<file path="src/pkg/bridge_pin_pkg.sv">
// constants, register map and field layout of the bridge status pin logic
package bridge_pin_pkg;
   // timing
   localparam int unsigned CLK_HZ            = 200_000_000;
   localparam int unsigned POLL_MS           = 20;
   localparam int unsigned POLL_CYCLES       = CLK_HZ / 1000 * POLL_MS;
   localparam int unsigned EEPROM_US         = 2000;
   localparam int unsigned EEPROM_CYCLES     = CLK_HZ / 1_000_000 * EEPROM_US;
   localparam int unsigned REF_HZ            = 24_000_000;
   // register byte offsets
   localparam logic [7:0] CFG_OFS            = 8'h00;
   localparam logic [7:0] GPIO_OUT_OFS       = 8'h04;
   localparam logic [7:0] GPIO_OE_OFS        = 8'h08;
   localparam logic [7:0] CTRL_OFS           = 8'h0C;
   localparam logic [7:0] STATUS_OFS         = 8'h10;
   localparam logic [7:0] IRQ_WORD_OFS       = 8'h14;
   localparam logic [7:0] SENSE_OFS          = 8'h18;
   localparam logic [7:0] DEFAULTS_OFS       = 8'h1C;
   // configuration byte 8 fields
   localparam int unsigned CFG_MEDIA_EN_BIT   = 0;
   localparam int unsigned CFG_MEDIA_POL_BIT  = 1;
   localparam int unsigned CFG_SPEED_IND_BIT  = 2;
   localparam int unsigned CFG_ATA_FLOAT_BIT  = 4;
   localparam int unsigned CFG_ATA_DETECT_BIT = 6;
   // control register fields
   localparam int unsigned CTRL_HS_BIT        = 0;
   localparam int unsigned CTRL_SUSPEND_BIT   = 1;
   localparam int unsigned CTRL_ATA_ACT_BIT   = 2;
   localparam int unsigned CTRL_DELIVER_BIT   = 3;
   localparam int unsigned CTRL_SENSE_ACK_BIT = 4;
   // interrupt word fields
   localparam int unsigned IW_BUS_PWR_BIT     = 8;
   localparam int unsigned IW_HS_BIT          = 9;
   // reset values; gpio defaults stand for config bytes 0x09 and 0x0A
   localparam logic [7:0] CFG_RST            = 8'h00;
   localparam logic [5:0] GPIO_OUT_RST       = 6'h00;
   localparam logic [5:0] GPIO_OE_RST        = 6'h00;
   // sense codes and axi response codes
   localparam logic [7:0] ASC_NO_MEDIA       = 8'h3A;
   localparam logic [7:0] ASC_CHANGED        = 8'h28;
   localparam logic [7:0] ASQ_ZERO           = 8'h00;
   localparam logic [1:0] AXI_OKAY           = 2'b00;
   localparam logic [1:0] AXI_SLVERR         = 2'b10;
endpackage

</file>
<file path="src/logic/pin_sync.sv">
// two flip-flop synchroniser for a group of pin inputs
`timescale 1ns/1ps
`default_nettype none
module pin_sync #(
   parameter int unsigned W = 1
) (
   input  wire logic         clk,
   input  wire logic         rst_n,
   input  wire logic [W-1:0] d,
   output logic [W-1:0]      q
);
   logic [W-1:0] meta_reg;

   always_ff @(posedge clk or negedge rst_n) begin
      if (!rst_n) begin
         meta_reg <= '0;
         q        <= '0;
      end else begin
         meta_reg <= d;
         q        <= meta_reg;
      end
   end
endmodule
`default_nettype wire

</file>
<file path="src/logic/bridge_status_pins.sv">
// status and control pin logic of the usb to ata bridge, axi4-lite slave
//
// Overview of operation
// - after reset release, vbus-present decides whether the d+ pull-up connects
// - vbus-present sampled once at start-up, then every 20 ms
// - sampled vbus high attaches d+ pull-up; low releases it
// - vbus low floats ata pins unless float option bit 4 is one
// - eeprom pins active for a few milliseconds at start-up, then quiet
// - all timing derives from one reference clock
// - interrupt pipe requests get nak while nothing is pending
// - pending data returns a 16-bit word: speed, bus power, gpio levels
// - byte 0 holds gpio 5..0, byte 1 bus power bit 0, high speed bit 1
// - config bit 0 enables media detection, bit 1 selects its polarity
// - media absent reports sense 0x3A qualifier 0x00
// - media returning after absence reports sense 0x28 qualifier 0x00
// - gpio default settings load from configuration at start-up
// - host may change gpio settings during operation; device applies them
// - config bit 2 makes gpio 2 show the usb speed
// - speed indicator is one for full speed, zero for high speed
// - low-power indicator driven zero while active, floated while suspended
// - ata pull-up enable is one while ata bus active, else zero
// - ata pull-up enable floats with the ata pins
//
// Our own choices: the placing of the registers and the AXI4-Lite interface to the registers.
`timescale 1ns/1ps
`default_nettype none
module bridge_status_pins #(
   parameter int unsigned POLL_CYCLES   = bridge_pin_pkg::POLL_CYCLES,
   parameter int unsigned EEPROM_CYCLES = bridge_pin_pkg::EEPROM_CYCLES,
   parameter logic [5:0]  GPIO_OUT_DEF  = bridge_pin_pkg::GPIO_OUT_RST,
   parameter logic [5:0]  GPIO_OE_DEF   = bridge_pin_pkg::GPIO_OE_RST
) (
   input  wire logic        clk,
   input  wire logic        rst_n,
   // axi4-lite slave
   input  wire logic [7:0]  s_axi_awaddr,
   input  wire logic        s_axi_awvalid,
   output logic             s_axi_awready,
   input  wire logic [31:0] s_axi_wdata,
   input  wire logic [3:0]  s_axi_wstrb,
   input  wire logic        s_axi_wvalid,
   output logic             s_axi_wready,
   output logic [1:0]       s_axi_bresp,
   output logic             s_axi_bvalid,
   input  wire logic        s_axi_bready,
   input  wire logic [7:0]  s_axi_araddr,
   input  wire logic        s_axi_arvalid,
   output logic             s_axi_arready,
   output logic [31:0]      s_axi_rdata,
   output logic [1:0]       s_axi_rresp,
   output logic             s_axi_rvalid,
   input  wire logic        s_axi_rready,
   // board pins
   input  wire logic        vbus_present_input,
   input  wire logic        system_service_request,
   input  wire logic        removable_media_present,
   input  wire logic        bus_powered_select,
   input  wire logic [5:0]  gpio_in,
   output logic [5:0]       gpio_out,
   output logic [5:0]       gpio_oe,
   output logic             dplus_pullup_en,
   output logic             ata_pins_oe,
   output logic             ata_pullup_control_out,
   output logic             ata_pullup_control_oe,
   output logic             active_state_indicator_out,
   output logic             active_state_indicator_oe,
   output logic             eeprom_active,
   // usb interrupt pipe
   input  wire logic        irq_pipe_request,
   output logic             irq_pipe_nak,
   output logic             irq_pipe_ack,
   output logic [15:0]      irq_pipe_word
);
   typedef enum logic [1:0] {ST_EEPROM, ST_FIRST_POLL, ST_RUN} boot_state_t;

   // synchronised pin inputs
   logic [9:0] pins_sync;
   pin_sync #(.W(10)) u_sync (
      .clk   (clk),
      .rst_n (rst_n),
      .d     ({gpio_in, bus_powered_select, removable_media_present,
               system_service_request, vbus_present_input}),
      .q     (pins_sync)
   );
   wire       vbus_s    = pins_sync[0];
   wire       sreq_s    = pins_sync[1];
   wire       media_s   = pins_sync[2];
   wire       buspwr_s  = pins_sync[3];
   wire [5:0] gpio_s    = pins_sync[9:4];

   // registers; clk stands in for the single reference
   logic [7:0]  cfg_reg;
   logic [5:0]  gpio_out_reg, gpio_oe_reg;
   logic [2:0]  ctrl_reg;
   boot_state_t boot_reg, boot_next;
   logic [31:0] cnt_reg;
   logic        vbus_reg, sreq_d_reg, pending_reg;
   logic [15:0] word_reg;
   logic        media_seen_reg, changed_reg;
   logic        aw_hold_reg, w_hold_reg;
   logic [7:0]  aw_addr_reg;
   logic [31:0] w_data_reg;
   logic [3:0]  w_strb_reg;

   wire high_speed_status = ctrl_reg[bridge_pin_pkg::CTRL_HS_BIT];
   wire suspend           = ctrl_reg[bridge_pin_pkg::CTRL_SUSPEND_BIT];
   wire ata_act           = ctrl_reg[bridge_pin_pkg::CTRL_ATA_ACT_BIT];
   wire float_ok          = cfg_reg[bridge_pin_pkg::CFG_ATA_FLOAT_BIT];

   // start-up sequencing and 20 ms poll timer
   wire cnt_done = (cnt_reg == 32'h0000_0000);
   always_comb begin
      boot_next = boot_reg;
      case (boot_reg)
         // counter reads zero before it is armed, so wait for the window to open
         ST_EEPROM:     if (cnt_done && eeprom_active) boot_next = ST_FIRST_POLL;
         ST_FIRST_POLL: boot_next = ST_RUN;
         ST_RUN:        boot_next = ST_RUN;
         default:       boot_next = ST_EEPROM;
      endcase
   end
   wire poll_now = (boot_reg == ST_FIRST_POLL) || (boot_reg == ST_RUN && cnt_done);

   always_ff @(posedge clk or negedge rst_n) begin
      if (!rst_n) begin
         boot_reg <= ST_EEPROM;
         cnt_reg  <= 32'h0000_0000;
         vbus_reg <= 1'b0;
      end else begin
         boot_reg <= boot_next;
         if (boot_reg == ST_EEPROM && cnt_reg == 32'h0000_0000 && !eeprom_active)
            cnt_reg <= 32'(EEPROM_CYCLES - 1);
         else if (poll_now)
            cnt_reg <= 32'(POLL_CYCLES - 1);
         else if (!cnt_done)
            cnt_reg <= cnt_reg - 32'h0000_0001;
         if (poll_now)
            vbus_reg <= vbus_s;
      end
   end

   always_ff @(posedge clk or negedge rst_n) begin
      if (!rst_n)
         eeprom_active <= 1'b0;
      else
         eeprom_active <= (boot_next == ST_EEPROM);
   end

   // media detection
   wire media_on  = cfg_reg[bridge_pin_pkg::CFG_MEDIA_EN_BIT]
                  & (media_s ~^ cfg_reg[bridge_pin_pkg::CFG_MEDIA_POL_BIT]);
   wire media_abs = cfg_reg[bridge_pin_pkg::CFG_MEDIA_EN_BIT] & ~media_on;

   // axi4-lite write path: address and data taken in either order
   wire aw_take = s_axi_awvalid & s_axi_awready;
   wire w_take  = s_axi_wvalid & s_axi_wready;
   wire do_wr   = aw_hold_reg & w_hold_reg & ~s_axi_bvalid;
   wire wr_cfg  = do_wr && aw_addr_reg == bridge_pin_pkg::CFG_OFS && w_strb_reg[0];
   wire wr_gout = do_wr && aw_addr_reg == bridge_pin_pkg::GPIO_OUT_OFS && w_strb_reg[0];
   wire wr_goe  = do_wr && aw_addr_reg == bridge_pin_pkg::GPIO_OE_OFS && w_strb_reg[0];
   wire wr_ctrl = do_wr && aw_addr_reg == bridge_pin_pkg::CTRL_OFS && w_strb_reg[0];
   wire wr_ok   = aw_addr_reg == bridge_pin_pkg::CFG_OFS
               || aw_addr_reg == bridge_pin_pkg::GPIO_OUT_OFS
               || aw_addr_reg == bridge_pin_pkg::GPIO_OE_OFS
               || aw_addr_reg == bridge_pin_pkg::CTRL_OFS;
   wire deliver_sw = wr_ctrl & w_data_reg[bridge_pin_pkg::CTRL_DELIVER_BIT];
   wire sense_ack  = wr_ctrl & w_data_reg[bridge_pin_pkg::CTRL_SENSE_ACK_BIT];

   always_ff @(posedge clk or negedge rst_n) begin
      if (!rst_n) begin
         aw_hold_reg <= 1'b0;
         w_hold_reg  <= 1'b0;
         aw_addr_reg <= 8'h00;
         w_data_reg  <= 32'h0000_0000;
         w_strb_reg  <= 4'h0;
         s_axi_bvalid <= 1'b0;
         s_axi_bresp  <= bridge_pin_pkg::AXI_OKAY;
      end else begin
         if (aw_take) begin
            aw_hold_reg <= 1'b1;
            aw_addr_reg <= {s_axi_awaddr[7:2], 2'b00};
         end else if (do_wr) begin
            aw_hold_reg <= 1'b0;
         end
         if (w_take) begin
            w_hold_reg <= 1'b1;
            w_data_reg <= s_axi_wdata;
            w_strb_reg <= s_axi_wstrb;
         end else if (do_wr) begin
            w_hold_reg <= 1'b0;
         end
         if (do_wr) begin
            s_axi_bvalid <= 1'b1;
            s_axi_bresp  <= wr_ok ? bridge_pin_pkg::AXI_OKAY : bridge_pin_pkg::AXI_SLVERR;
         end else if (s_axi_bready) begin
            s_axi_bvalid <= 1'b0;
         end
      end
   end

   always_ff @(posedge clk or negedge rst_n) begin
      if (!rst_n) begin
         s_axi_awready <= 1'b0;
         s_axi_wready  <= 1'b0;
      end else begin
         s_axi_awready <= ~aw_hold_reg & ~aw_take & ~s_axi_awready;
         s_axi_wready  <= ~w_hold_reg & ~w_take & ~s_axi_wready;
      end
   end

   // software state: config, gpio and control
   always_ff @(posedge clk or negedge rst_n) begin
      if (!rst_n) begin
         cfg_reg      <= bridge_pin_pkg::CFG_RST;
         gpio_out_reg <= GPIO_OUT_DEF;
         gpio_oe_reg  <= GPIO_OE_DEF;
         ctrl_reg     <= 3'b000;
      end else begin
         if (wr_cfg)  cfg_reg      <= w_data_reg[7:0];
         if (wr_gout) gpio_out_reg <= w_data_reg[5:0];
         if (wr_goe)  gpio_oe_reg  <= w_data_reg[5:0];
         if (wr_ctrl) ctrl_reg     <= w_data_reg[2:0];
      end
   end

   // service request latch and interrupt pipe
   wire sreq_rise = sreq_s & ~sreq_d_reg;
   wire [15:0] word_now = {6'h00, high_speed_status, buspwr_s, 2'b00, gpio_s};
   wire pipe_deliver = irq_pipe_request & pending_reg;
   always_ff @(posedge clk or negedge rst_n) begin
      if (!rst_n) begin
         sreq_d_reg    <= 1'b0;
         pending_reg   <= 1'b0;
         word_reg      <= 16'h0000;
         irq_pipe_nak  <= 1'b0;
         irq_pipe_ack  <= 1'b0;
         irq_pipe_word <= 16'h0000;
      end else begin
         sreq_d_reg <= sreq_s;
         // a new request beats a delivery in the same cycle
         if (sreq_rise) begin
            pending_reg <= 1'b1;
            word_reg    <= word_now;
         end else if (pipe_deliver || deliver_sw) begin
            pending_reg <= 1'b0;
         end
         irq_pipe_nak  <= irq_pipe_request & ~pending_reg;
         irq_pipe_ack  <= pipe_deliver;
         irq_pipe_word <= pipe_deliver ? word_reg : 16'h0000;
      end
   end

   // media sense: absent shows no-media, return latches media-changed
   always_ff @(posedge clk or negedge rst_n) begin
      if (!rst_n) begin
         media_seen_reg <= 1'b1;
         changed_reg    <= 1'b0;
      end else begin
         media_seen_reg <= ~media_abs;
         if (media_on && !media_seen_reg)
            changed_reg <= 1'b1;
         else if (sense_ack || media_abs)
            changed_reg <= 1'b0;
      end
   end
   wire [15:0] sense_code = media_abs   ? {bridge_pin_pkg::ASC_NO_MEDIA, bridge_pin_pkg::ASQ_ZERO}
                          : changed_reg ? {bridge_pin_pkg::ASC_CHANGED, bridge_pin_pkg::ASQ_ZERO}
                          : 16'h0000;

   // read path
   wire ar_take = s_axi_arvalid & s_axi_arready;
   wire [7:0] ar_word = {s_axi_araddr[7:2], 2'b00};
   logic [31:0] rd_mux;
   logic        rd_ok;
   always_comb begin
      rd_ok  = 1'b1;
      case (ar_word)
         bridge_pin_pkg::CFG_OFS:      rd_mux = {24'h000000, cfg_reg};
         bridge_pin_pkg::GPIO_OUT_OFS: rd_mux = {26'h0000000, gpio_out_reg};
         bridge_pin_pkg::GPIO_OE_OFS:  rd_mux = {26'h0000000, gpio_oe_reg};
         bridge_pin_pkg::CTRL_OFS:     rd_mux = {29'h00000000, ctrl_reg};
         bridge_pin_pkg::STATUS_OFS:   rd_mux = {24'h000000, pending_reg, changed_reg,
                                                 media_on, eeprom_active, vbus_reg,
                                                 buspwr_s, sreq_s, 1'b0};
         bridge_pin_pkg::IRQ_WORD_OFS: rd_mux = {16'h0000, word_reg};
         bridge_pin_pkg::SENSE_OFS:    rd_mux = {16'h0000, sense_code};
         bridge_pin_pkg::DEFAULTS_OFS: rd_mux = {18'h00000, GPIO_OE_DEF, 2'b00, GPIO_OUT_DEF};
         default: begin
            rd_mux = 32'h0000_0000;
            rd_ok  = 1'b0;
         end
      endcase
   end

   always_ff @(posedge clk or negedge rst_n) begin
      if (!rst_n) begin
         s_axi_arready <= 1'b0;
         s_axi_rvalid  <= 1'b0;
         s_axi_rdata   <= 32'h0000_0000;
         s_axi_rresp   <= bridge_pin_pkg::AXI_OKAY;
      end else begin
         s_axi_arready <= ~s_axi_rvalid & ~ar_take & ~s_axi_arready;
         if (ar_take) begin
            s_axi_rvalid <= 1'b1;
            s_axi_rdata  <= rd_mux;
            s_axi_rresp  <= rd_ok ? bridge_pin_pkg::AXI_OKAY : bridge_pin_pkg::AXI_SLVERR;
         end else if (s_axi_rready) begin
            s_axi_rvalid <= 1'b0;
         end
      end
   end

   // pin drivers; a host-side write lands one cycle before the pins move
   wire ata_drive = vbus_reg | float_ok;
   wire spd_mode  = cfg_reg[bridge_pin_pkg::CFG_SPEED_IND_BIT];
   wire speed_bit = ~high_speed_status;
   always_ff @(posedge clk or negedge rst_n) begin
      if (!rst_n) begin
         dplus_pullup_en            <= 1'b0;
         ata_pins_oe                <= 1'b0;
         ata_pullup_control_out     <= 1'b0;
         ata_pullup_control_oe      <= 1'b0;
         active_state_indicator_out <= 1'b0;
         active_state_indicator_oe  <= 1'b0;
         gpio_out                   <= 6'h00;
         gpio_oe                    <= 6'h00;
      end else begin
         dplus_pullup_en            <= vbus_reg & (boot_reg == ST_RUN);
         ata_pins_oe                <= ata_drive;
         ata_pullup_control_out     <= ata_act;
         ata_pullup_control_oe      <= ata_drive;
         active_state_indicator_out <= 1'b0;
         active_state_indicator_oe  <= ~suspend;
         gpio_out <= spd_mode ? {gpio_out_reg[5:3], speed_bit, gpio_out_reg[1:0]}
                              : gpio_out_reg;
         gpio_oe  <= spd_mode ? (gpio_oe_reg | 6'h04) : gpio_oe_reg;
      end
   end
endmodule
`default_nettype wire

</file>
<file path="config.mk">
export PLATFORM = sky130hd
export DESIGN_NAME = bridge_status_pins
export DESIGN_NICKNAME = d
export VERILOG_FILES = /design/src/pkg/bridge_pin_pkg.sv /design/src/logic/pin_sync.sv /design/src/logic/bridge_status_pins.sv
export SDC_FILE = /design/constraint.sdc
export NUM_CORES = 1
export LEC_CHECK = 0
export BUFFER_PORTS_ARGS = -buffer_cell sky130_fd_sc_hd__buf_2
export CORE_MARGIN = 2
export CORE_UTILIZATION = 35
export CTS_CLUSTER_DIAMETER = 200
export DETAILED_ROUTE_END_ITERATION = 10
export PLACE_DENSITY = 0.57
export SLEW_MARGIN = 15
export SYNTH_ARGS = -nofsm -noshare
export SYNTH_HDL_FRONTEND = slang
export SYNTH_SLANG_ARGS = --single-unit
</file>
<file path="constraint.sdc">
create_clock -name clk -period 2.28 [get_ports clk]
set_input_delay 0.114 -clock clk [delete_from_list [all_inputs] [get_ports clk]]
set_output_delay 0.114 -clock clk [all_outputs]
set_load 0.02 [all_outputs]
</file>
Yosys cells after proc, flatten, opt, wreduce, memory -nomap -nowiden
Cells that the tools add are included.

storage, ports and cells
  bits of input ports = 70
  word-level logic and storage cells = 147
  register bits = 177
  output and inout port bits = 78

operators by class
  add/subtract/negate cells = 1
  equal/unequal tests = 13
  reduce and logical (&&, ||, !) cells = 34
  bitwise logic cells = 37
  multiplexer cells = 25

operator list
  cell                                                                  number
  14-bit case mux with 7 select lines                                   1
  32-bit two-way mux                                                    3
  32-bit logical NOT                                                    1
  32-bit by 1-bit subtractor with 32-bit output, second input constant  1
  14-bit two-way mux                                                    2
  6-bit by 2-bit == test with 1-bit output, second input constant       4
  6-bit by 3-bit == test with 1-bit output, second input constant       4
  1-bit bitwise AND                                                     19
  8-bit logical NOT                                                     2
  1-bit NOT                                                             16
  1-bit logical AND                                                     13
  6-bit by 1-bit == test with 1-bit output, second input constant       2
  1-bit two-way mux                                                     12
  2-bit nonzero test                                                    6
  10-bit two-way mux                                                    1
  8-bit OR reduction                                                    1
  1-bit logical OR                                                      6
  2-bit two-way mux                                                     3
  3-bit two-way mux                                                     2
  2-bit logical NOT                                                     2
  2-bit case mux with 2 select lines                                    1
  3-bit by 1-bit != test with 1-bit output, second input constant       1
  2-bit by 1-bit == test with 1-bit output, second input constant       1
  2-bit == test, second input constant                                  1
  4 further kinds                                                       5

Depth between registers and ports, before layout
  word-level depth = 8
  mapped depth = 8
  gate-level depth less buffers = 7

Hierarchy
A second synthesis with hierarchy kept.

second synthesis, totals
  cells, all modules = 530
  area total of the unflattened synthesis = 6,462.4 µm²

by module, submodules not included
  module              area each (µm²)  seq. area each (µm²)  instances  cells an instance
  bridge_status_pins  5,962.0          3,329.4               1          510
  pin_sync            500.5            500.5                 1          20

Worst setup path after synthesis
No wires, ideal clock.

  path kind = register to register
  from = register cnt_reg[19]
  to = register cnt_reg[31]
  arrival = 2.214 ns
  required time = 2.207 ns
  library setup time = 0.073 ns
  cell stages (with the launch flop) = 7
  path buffers = 1
  slack = -0.007 ns
  clock period less this slack = 2.287 ns
  cells stage by stage = dfrtp_1 or3_4 or3_1 buf_6 or4_4 or3_1 a21oi_2

between the ends
  longest elaborated chain between the ends = 5
  elaborated cells on any way between the ends = 10
  classes of those cells = add/sub (1); eq/ne (1); mux (3); reduce/logical (5)

ends and longest elaborated chain
  item                                                                                   RTL line                   RTL
  from (decl)                                                                            bridge_status_pins.sv:96   logic [31:0] cnt_reg;
  from (signal assigned)                                                                 bridge_status_pins.sv:132  cnt_reg <= 32'(EEPROM_CYCLES - 1);
  from (signal assigned)                                                                 bridge_status_pins.sv:134  cnt_reg <= 32'(POLL_CYCLES - 1);
  from (signal assigned)                                                                 bridge_status_pins.sv:136  cnt_reg <= cnt_reg - 32'h0000_0001;
  branches (longest 5 deep; another with 32-bit by 1-bit subtractor with 32-bit output)  n/a

Parallel ways; which one is timed is not known. The select of a mux whose other input is x is not followed.
A chain may end at the register's enable or synchronous reset.

Worst setup path in the final report
  from = register cnt_reg[24]
  to = register cnt_reg[8]

between the ends
  longest elaborated chain between the ends = 5
  elaborated cells on any way between the ends = 8
  classes of those cells = eq/ne (1); mux (2); reduce/logical (5)

ends and longest elaborated chain
  item                  RTL line                                              RTL
  32-bit logical NOT *  bridge_status_pins.sv:111, bridge_status_pins.sv:131
  1-bit logical AND     bridge_status_pins.sv:122                             wire poll_now = (boot_reg == ST_FIRST_POLL) || (boot_reg == ST_RUN && cnt_done);
  1-bit logical OR      bridge_status_pins.sv:122
  32-bit two-way mux    bridge_status_pins.sv:133                             else if (poll_now)
  32-bit two-way mux    bridge_status_pins.sv:131                             if (boot_reg == ST_EEPROM && cnt_reg == 32'h0000_0000 && !eeprom_active)

Mark *: on every way between the ends. The rest lies on a longest branch, timed or not.

==> metrics.csv <==
stage;metric;value;unit
run_status;outcome;completed;
sta;fmax;446.4;MHz
drt;Detailed Routing Iterations Pass 1;4;
drt;final WL;14.25;mm
pwr;Gate power share;0.145;
synthesis;Yosys warnings;0;
drt;via count;4441;
worst_hold_path;Hold WC Path Type;primary input to flop;
drt;highest routed layer;met5;
critical_path;worst stage delay on the critical path;650;ps
pwr;net switching power;2062;uW
floorplan;core area;0.01796;mm^2
global_route;initial antenna violation count;1;
clocking;CTS sink count;153;
clocking;Post-CTS Setup Inserts;0;
sta;Tcrit/Tclk final;0.9825;
sta;Setup-failing EPs final;0;
synthesis;Syn Area/Cell;12.32;um^2
clocking;CTS Buffer Depth;2;
global_route;vias in the first global route;4570;
critical_path;Max FO, Critical Path;5;
final_layout;max reg flops;32;
synthesis;Syn Inst Count;521;
critical_path;CP Cell Sequence;or4_4 > nand4b_1 > or4_1 > nand3b_1 > a21oi_1;
critical_path;Worst setup SP type;flop;
sta;Period minus WS final;2240;ps
critical_path;Critical Path End Type;flop;
synthesis;sequential-to-total area share from yosys stat;0.5966;
run;Max Cap Viol;0;
final_layout;Syn-to-layout area delta;26.84;%
drt;DRC;0;
critical_path;Crit-path slowest cell;or4_1;
clocking;CTS tree;done;
pwr;Seq pwr share;0.472;
drt;First DRT Iteration DRCs;234;
drt;WL met2;7.352;mm
floorplan;Die ar.;0.01944;mm^2
place;Port Buffers;86;
sta;Fin Setup TNS;0;ps
sta;worst clock skew;6.328;ps
final_layout;ANT cells;0;
clocking;Clk Latency, worst-skew pair;420;ps
floorplan;DIE WIDTH;139.4;um
critical_path;crit path DAT;2520;ps
floorplan;Site Rows;49;
pwr;Peak VDD IR;0.5183;mV
pwr;Switching Fraction;0.2800;
clocking;CTS buffer count;17;
clocking;Root Driver;clkbuf_16;
critical_path;reg2reg setup slack;40;ps
pwr;Lkg Pwr;0.003869;uW
place;instance area at placement;0.007231;mm^2
synthesis;Async SR Flop Fraction;1.000;
pwr;internal power;5302;uW
final_layout;nets@finish;746;
drt;WL/cell;15.59;um
drt;DRT met1 WL;6.141;mm
place;Final Wtd Congestion;0.7931;
floorplan;Die Ht;139.4;um
synthesis;synthesized flop and latch total;153;
clocking;Reg clk slew, reported paths;60;ps
global_route;first-pass GRT wire length;23.28;mm
drt;met3 WL post-DR;579;um
sta;Hold Vio Cnt, Final;0;
synthesis;post-synth cell types;54;
clocking;H-tree lvl count;4;
global_route;GRT Total Usage;0.1527;
floorplan;Initial Util;0.3574;
pwr;Power Density;904.3;mW/mm^2
global_route;pin count of the biggest net entering global routing;51;
synthesis;most common flop cell mapped by yosys;dfrtp_1;
drt;Vias/cell;4.859;
sta;Final Max Tran Viols;0;
critical_path;Critical Path RT;2560;ps
final_layout;layout cells sized above 1;0.3431;
place;DP HPWL;10.18;mm
critical_path;kind of critical path;flop to flop;
synthesis;EDFF count, synth;0;
synthesis;Mapped Area;0.006420;mm^2
drt;DRT antenna net count;0;
final_layout;final instance area;0.008143;mm^2
global_route;GRT overflow;0;
pwr;clock share of power;0.383;
floorplan;Ports;148;
sta;RSZ-0062 raised after global routing;true;
## per-layer routing
layer  GRT usage  vias up
met3     0.04198       18
met1      0.1883     2248
li1            -     2083
met2      0.2637       90
met5           0        -
met4     0.04306        2
## cell families (layout without fill, tap and decap cells)
| logic type | count (synthesis) | in the layout | synth area share |
|---|---|---|---|
| adders and majority gates | 4 | 4 | 0.007796 |
| DFF | 153 | 153 | 0.5966 |
| buffers and inverters | 59 | 194 | 0.05477 |
| and+or+nand+nor | 158 | 158 | 0.1380 |
| xor gates and xnor gates | 15 | 15 | 0.02046 |
| other | 1 | 30 | 0.0005841 |
| muxes | 59 | 59 | 0.1082 |
| AOI/OAI and AO/OA | 72 | 72 | 0.07367 |
## area by class of cell
| cell class | instances | area (um^2) |
|---|---|---|
| clock buffer | 18 | 429.2 |
| clock inverter | 14 | 166.4 |
| fill | 1631 | 9821 |
| inverter | 13 | 48.80 |
| multi-input combinational | 338 | 2382 |
| sequential | 153 | 3830 |
| tap | 229 | 286.5 |
| timing repair buffer | 149 | 999.7 |
## synthesized netlist by cell type, types with 4 or more instances
cell / instances / area (um^2)
or4_1: 6 / 45.04
inv_1: 13 / 48.80
and3_1: 8 / 50.05
buf_4: 32 / 240.2
nand3b_1: 4 / 30.03
nand2_1: 28 / 105.1
nand2b_1: 4 / 25.02
nand3_1: 5 / 25.02
nor3_1: 14 / 70.07
dfrtp_1: 152 / 3804
a22o_1: 5 / 43.79
o21ai_0: 26 / 130.1
or2_2: 8 / 50.05
a21oi_1: 17 / 85.08
clkbuf_1: 11 / 41.29
nor4_1: 12 / 75.07
mux2_2: 53 / 596.8
nor2_1: 26 / 97.59
nor2b_1: 6 / 37.54
xnor2_1: 13 / 113.9
ha_1: 4 / 50.05
or3_1: 19 / 118.9
## worst max-delay path, delay by kind of cell, from the launching register on
kind               cells  cell delay, ps
and+or+nand+nor        4            1660
DFF                    1             370
AOI/OAI and AO/OA      1              70
## per-stage QoR
step | hold slack (ps) | util | setup WS, ps | total power [uW] | cells
final | 57.93 | 0.4533 | 39.82 | 7363 | 914
after global placement | 93.41 | 0.4025 | 24.95 | 4529 | 854
after floorplan | -181.6 | - | -7.073 | 4167 | 550
after CTS | 30.11 | 0.4514 | 4.660 | 7465 | 914
after global routing | 69.54 | 0.4533 | -20.75 | 7722 | 914
after detailed placement | 100.8 | 0.4025 | -20.71 | 4571 | 854
## placed cells by master, fill, tap and decap left out, drive strengths merged, types with 4 or more instances in the layout
master       Yosys  layout
conb             1      30
nor2            26      26
nand2           28      28
inv             13      18
nor4            13      13
or2              9       9
dfrtp          152     152
nor2b            6       6
ha               4       4
nor3            16      16
a22o             5       5
nand3            5       5
buf             35     121
nor3b            4       4
clkinv           0       4
clkbuf          11      18
xnor2           13      13
mux2            53      53
dlygate4sd3      0      28
nand3b           4       4
o21ai           27      27
and3             8       8
or4              7       7
a21oi           18      18
nand2b           4       4
or3             20      20
## power by group through the flow
stage	registers (uW)	logic, uW	clock network (uW)
after floorplan	3580	592	0
after global placement	3510	1020	0
after detailed placement	3520	1050	0
after CTS	3480	1090	2900
after global routing	3540	1170	3010
final	3480	1070	2820
## what timing repair did
item | in CTS | in global routing
pin swaps | 0 | 6
hold buffers | 28 | 0
hold endpoints to repair | 73 | 0
gates resized for setup | 1 | 8
endpoints found under the setup margin | 6 | 28
## path summary, 6_finish.rpt
check	cells after the start	start	to
worst max-delay path	5	cnt_reg[24]	cnt_reg[8]
worst min-delay path	3	s_axi_araddr[4]	s_axi_rdata[11]
worst max register to register	5	cnt_reg[24]	cnt_reg[8]
worst min register to register	0	u_sync.meta_reg[0]	u_sync.q[0]
max in group asynchronous	3	rst_n	s_axi_awready
min in group asynchronous	2	rst_n	u_sync.q[3]
Power figures use the tool's default switching activity.
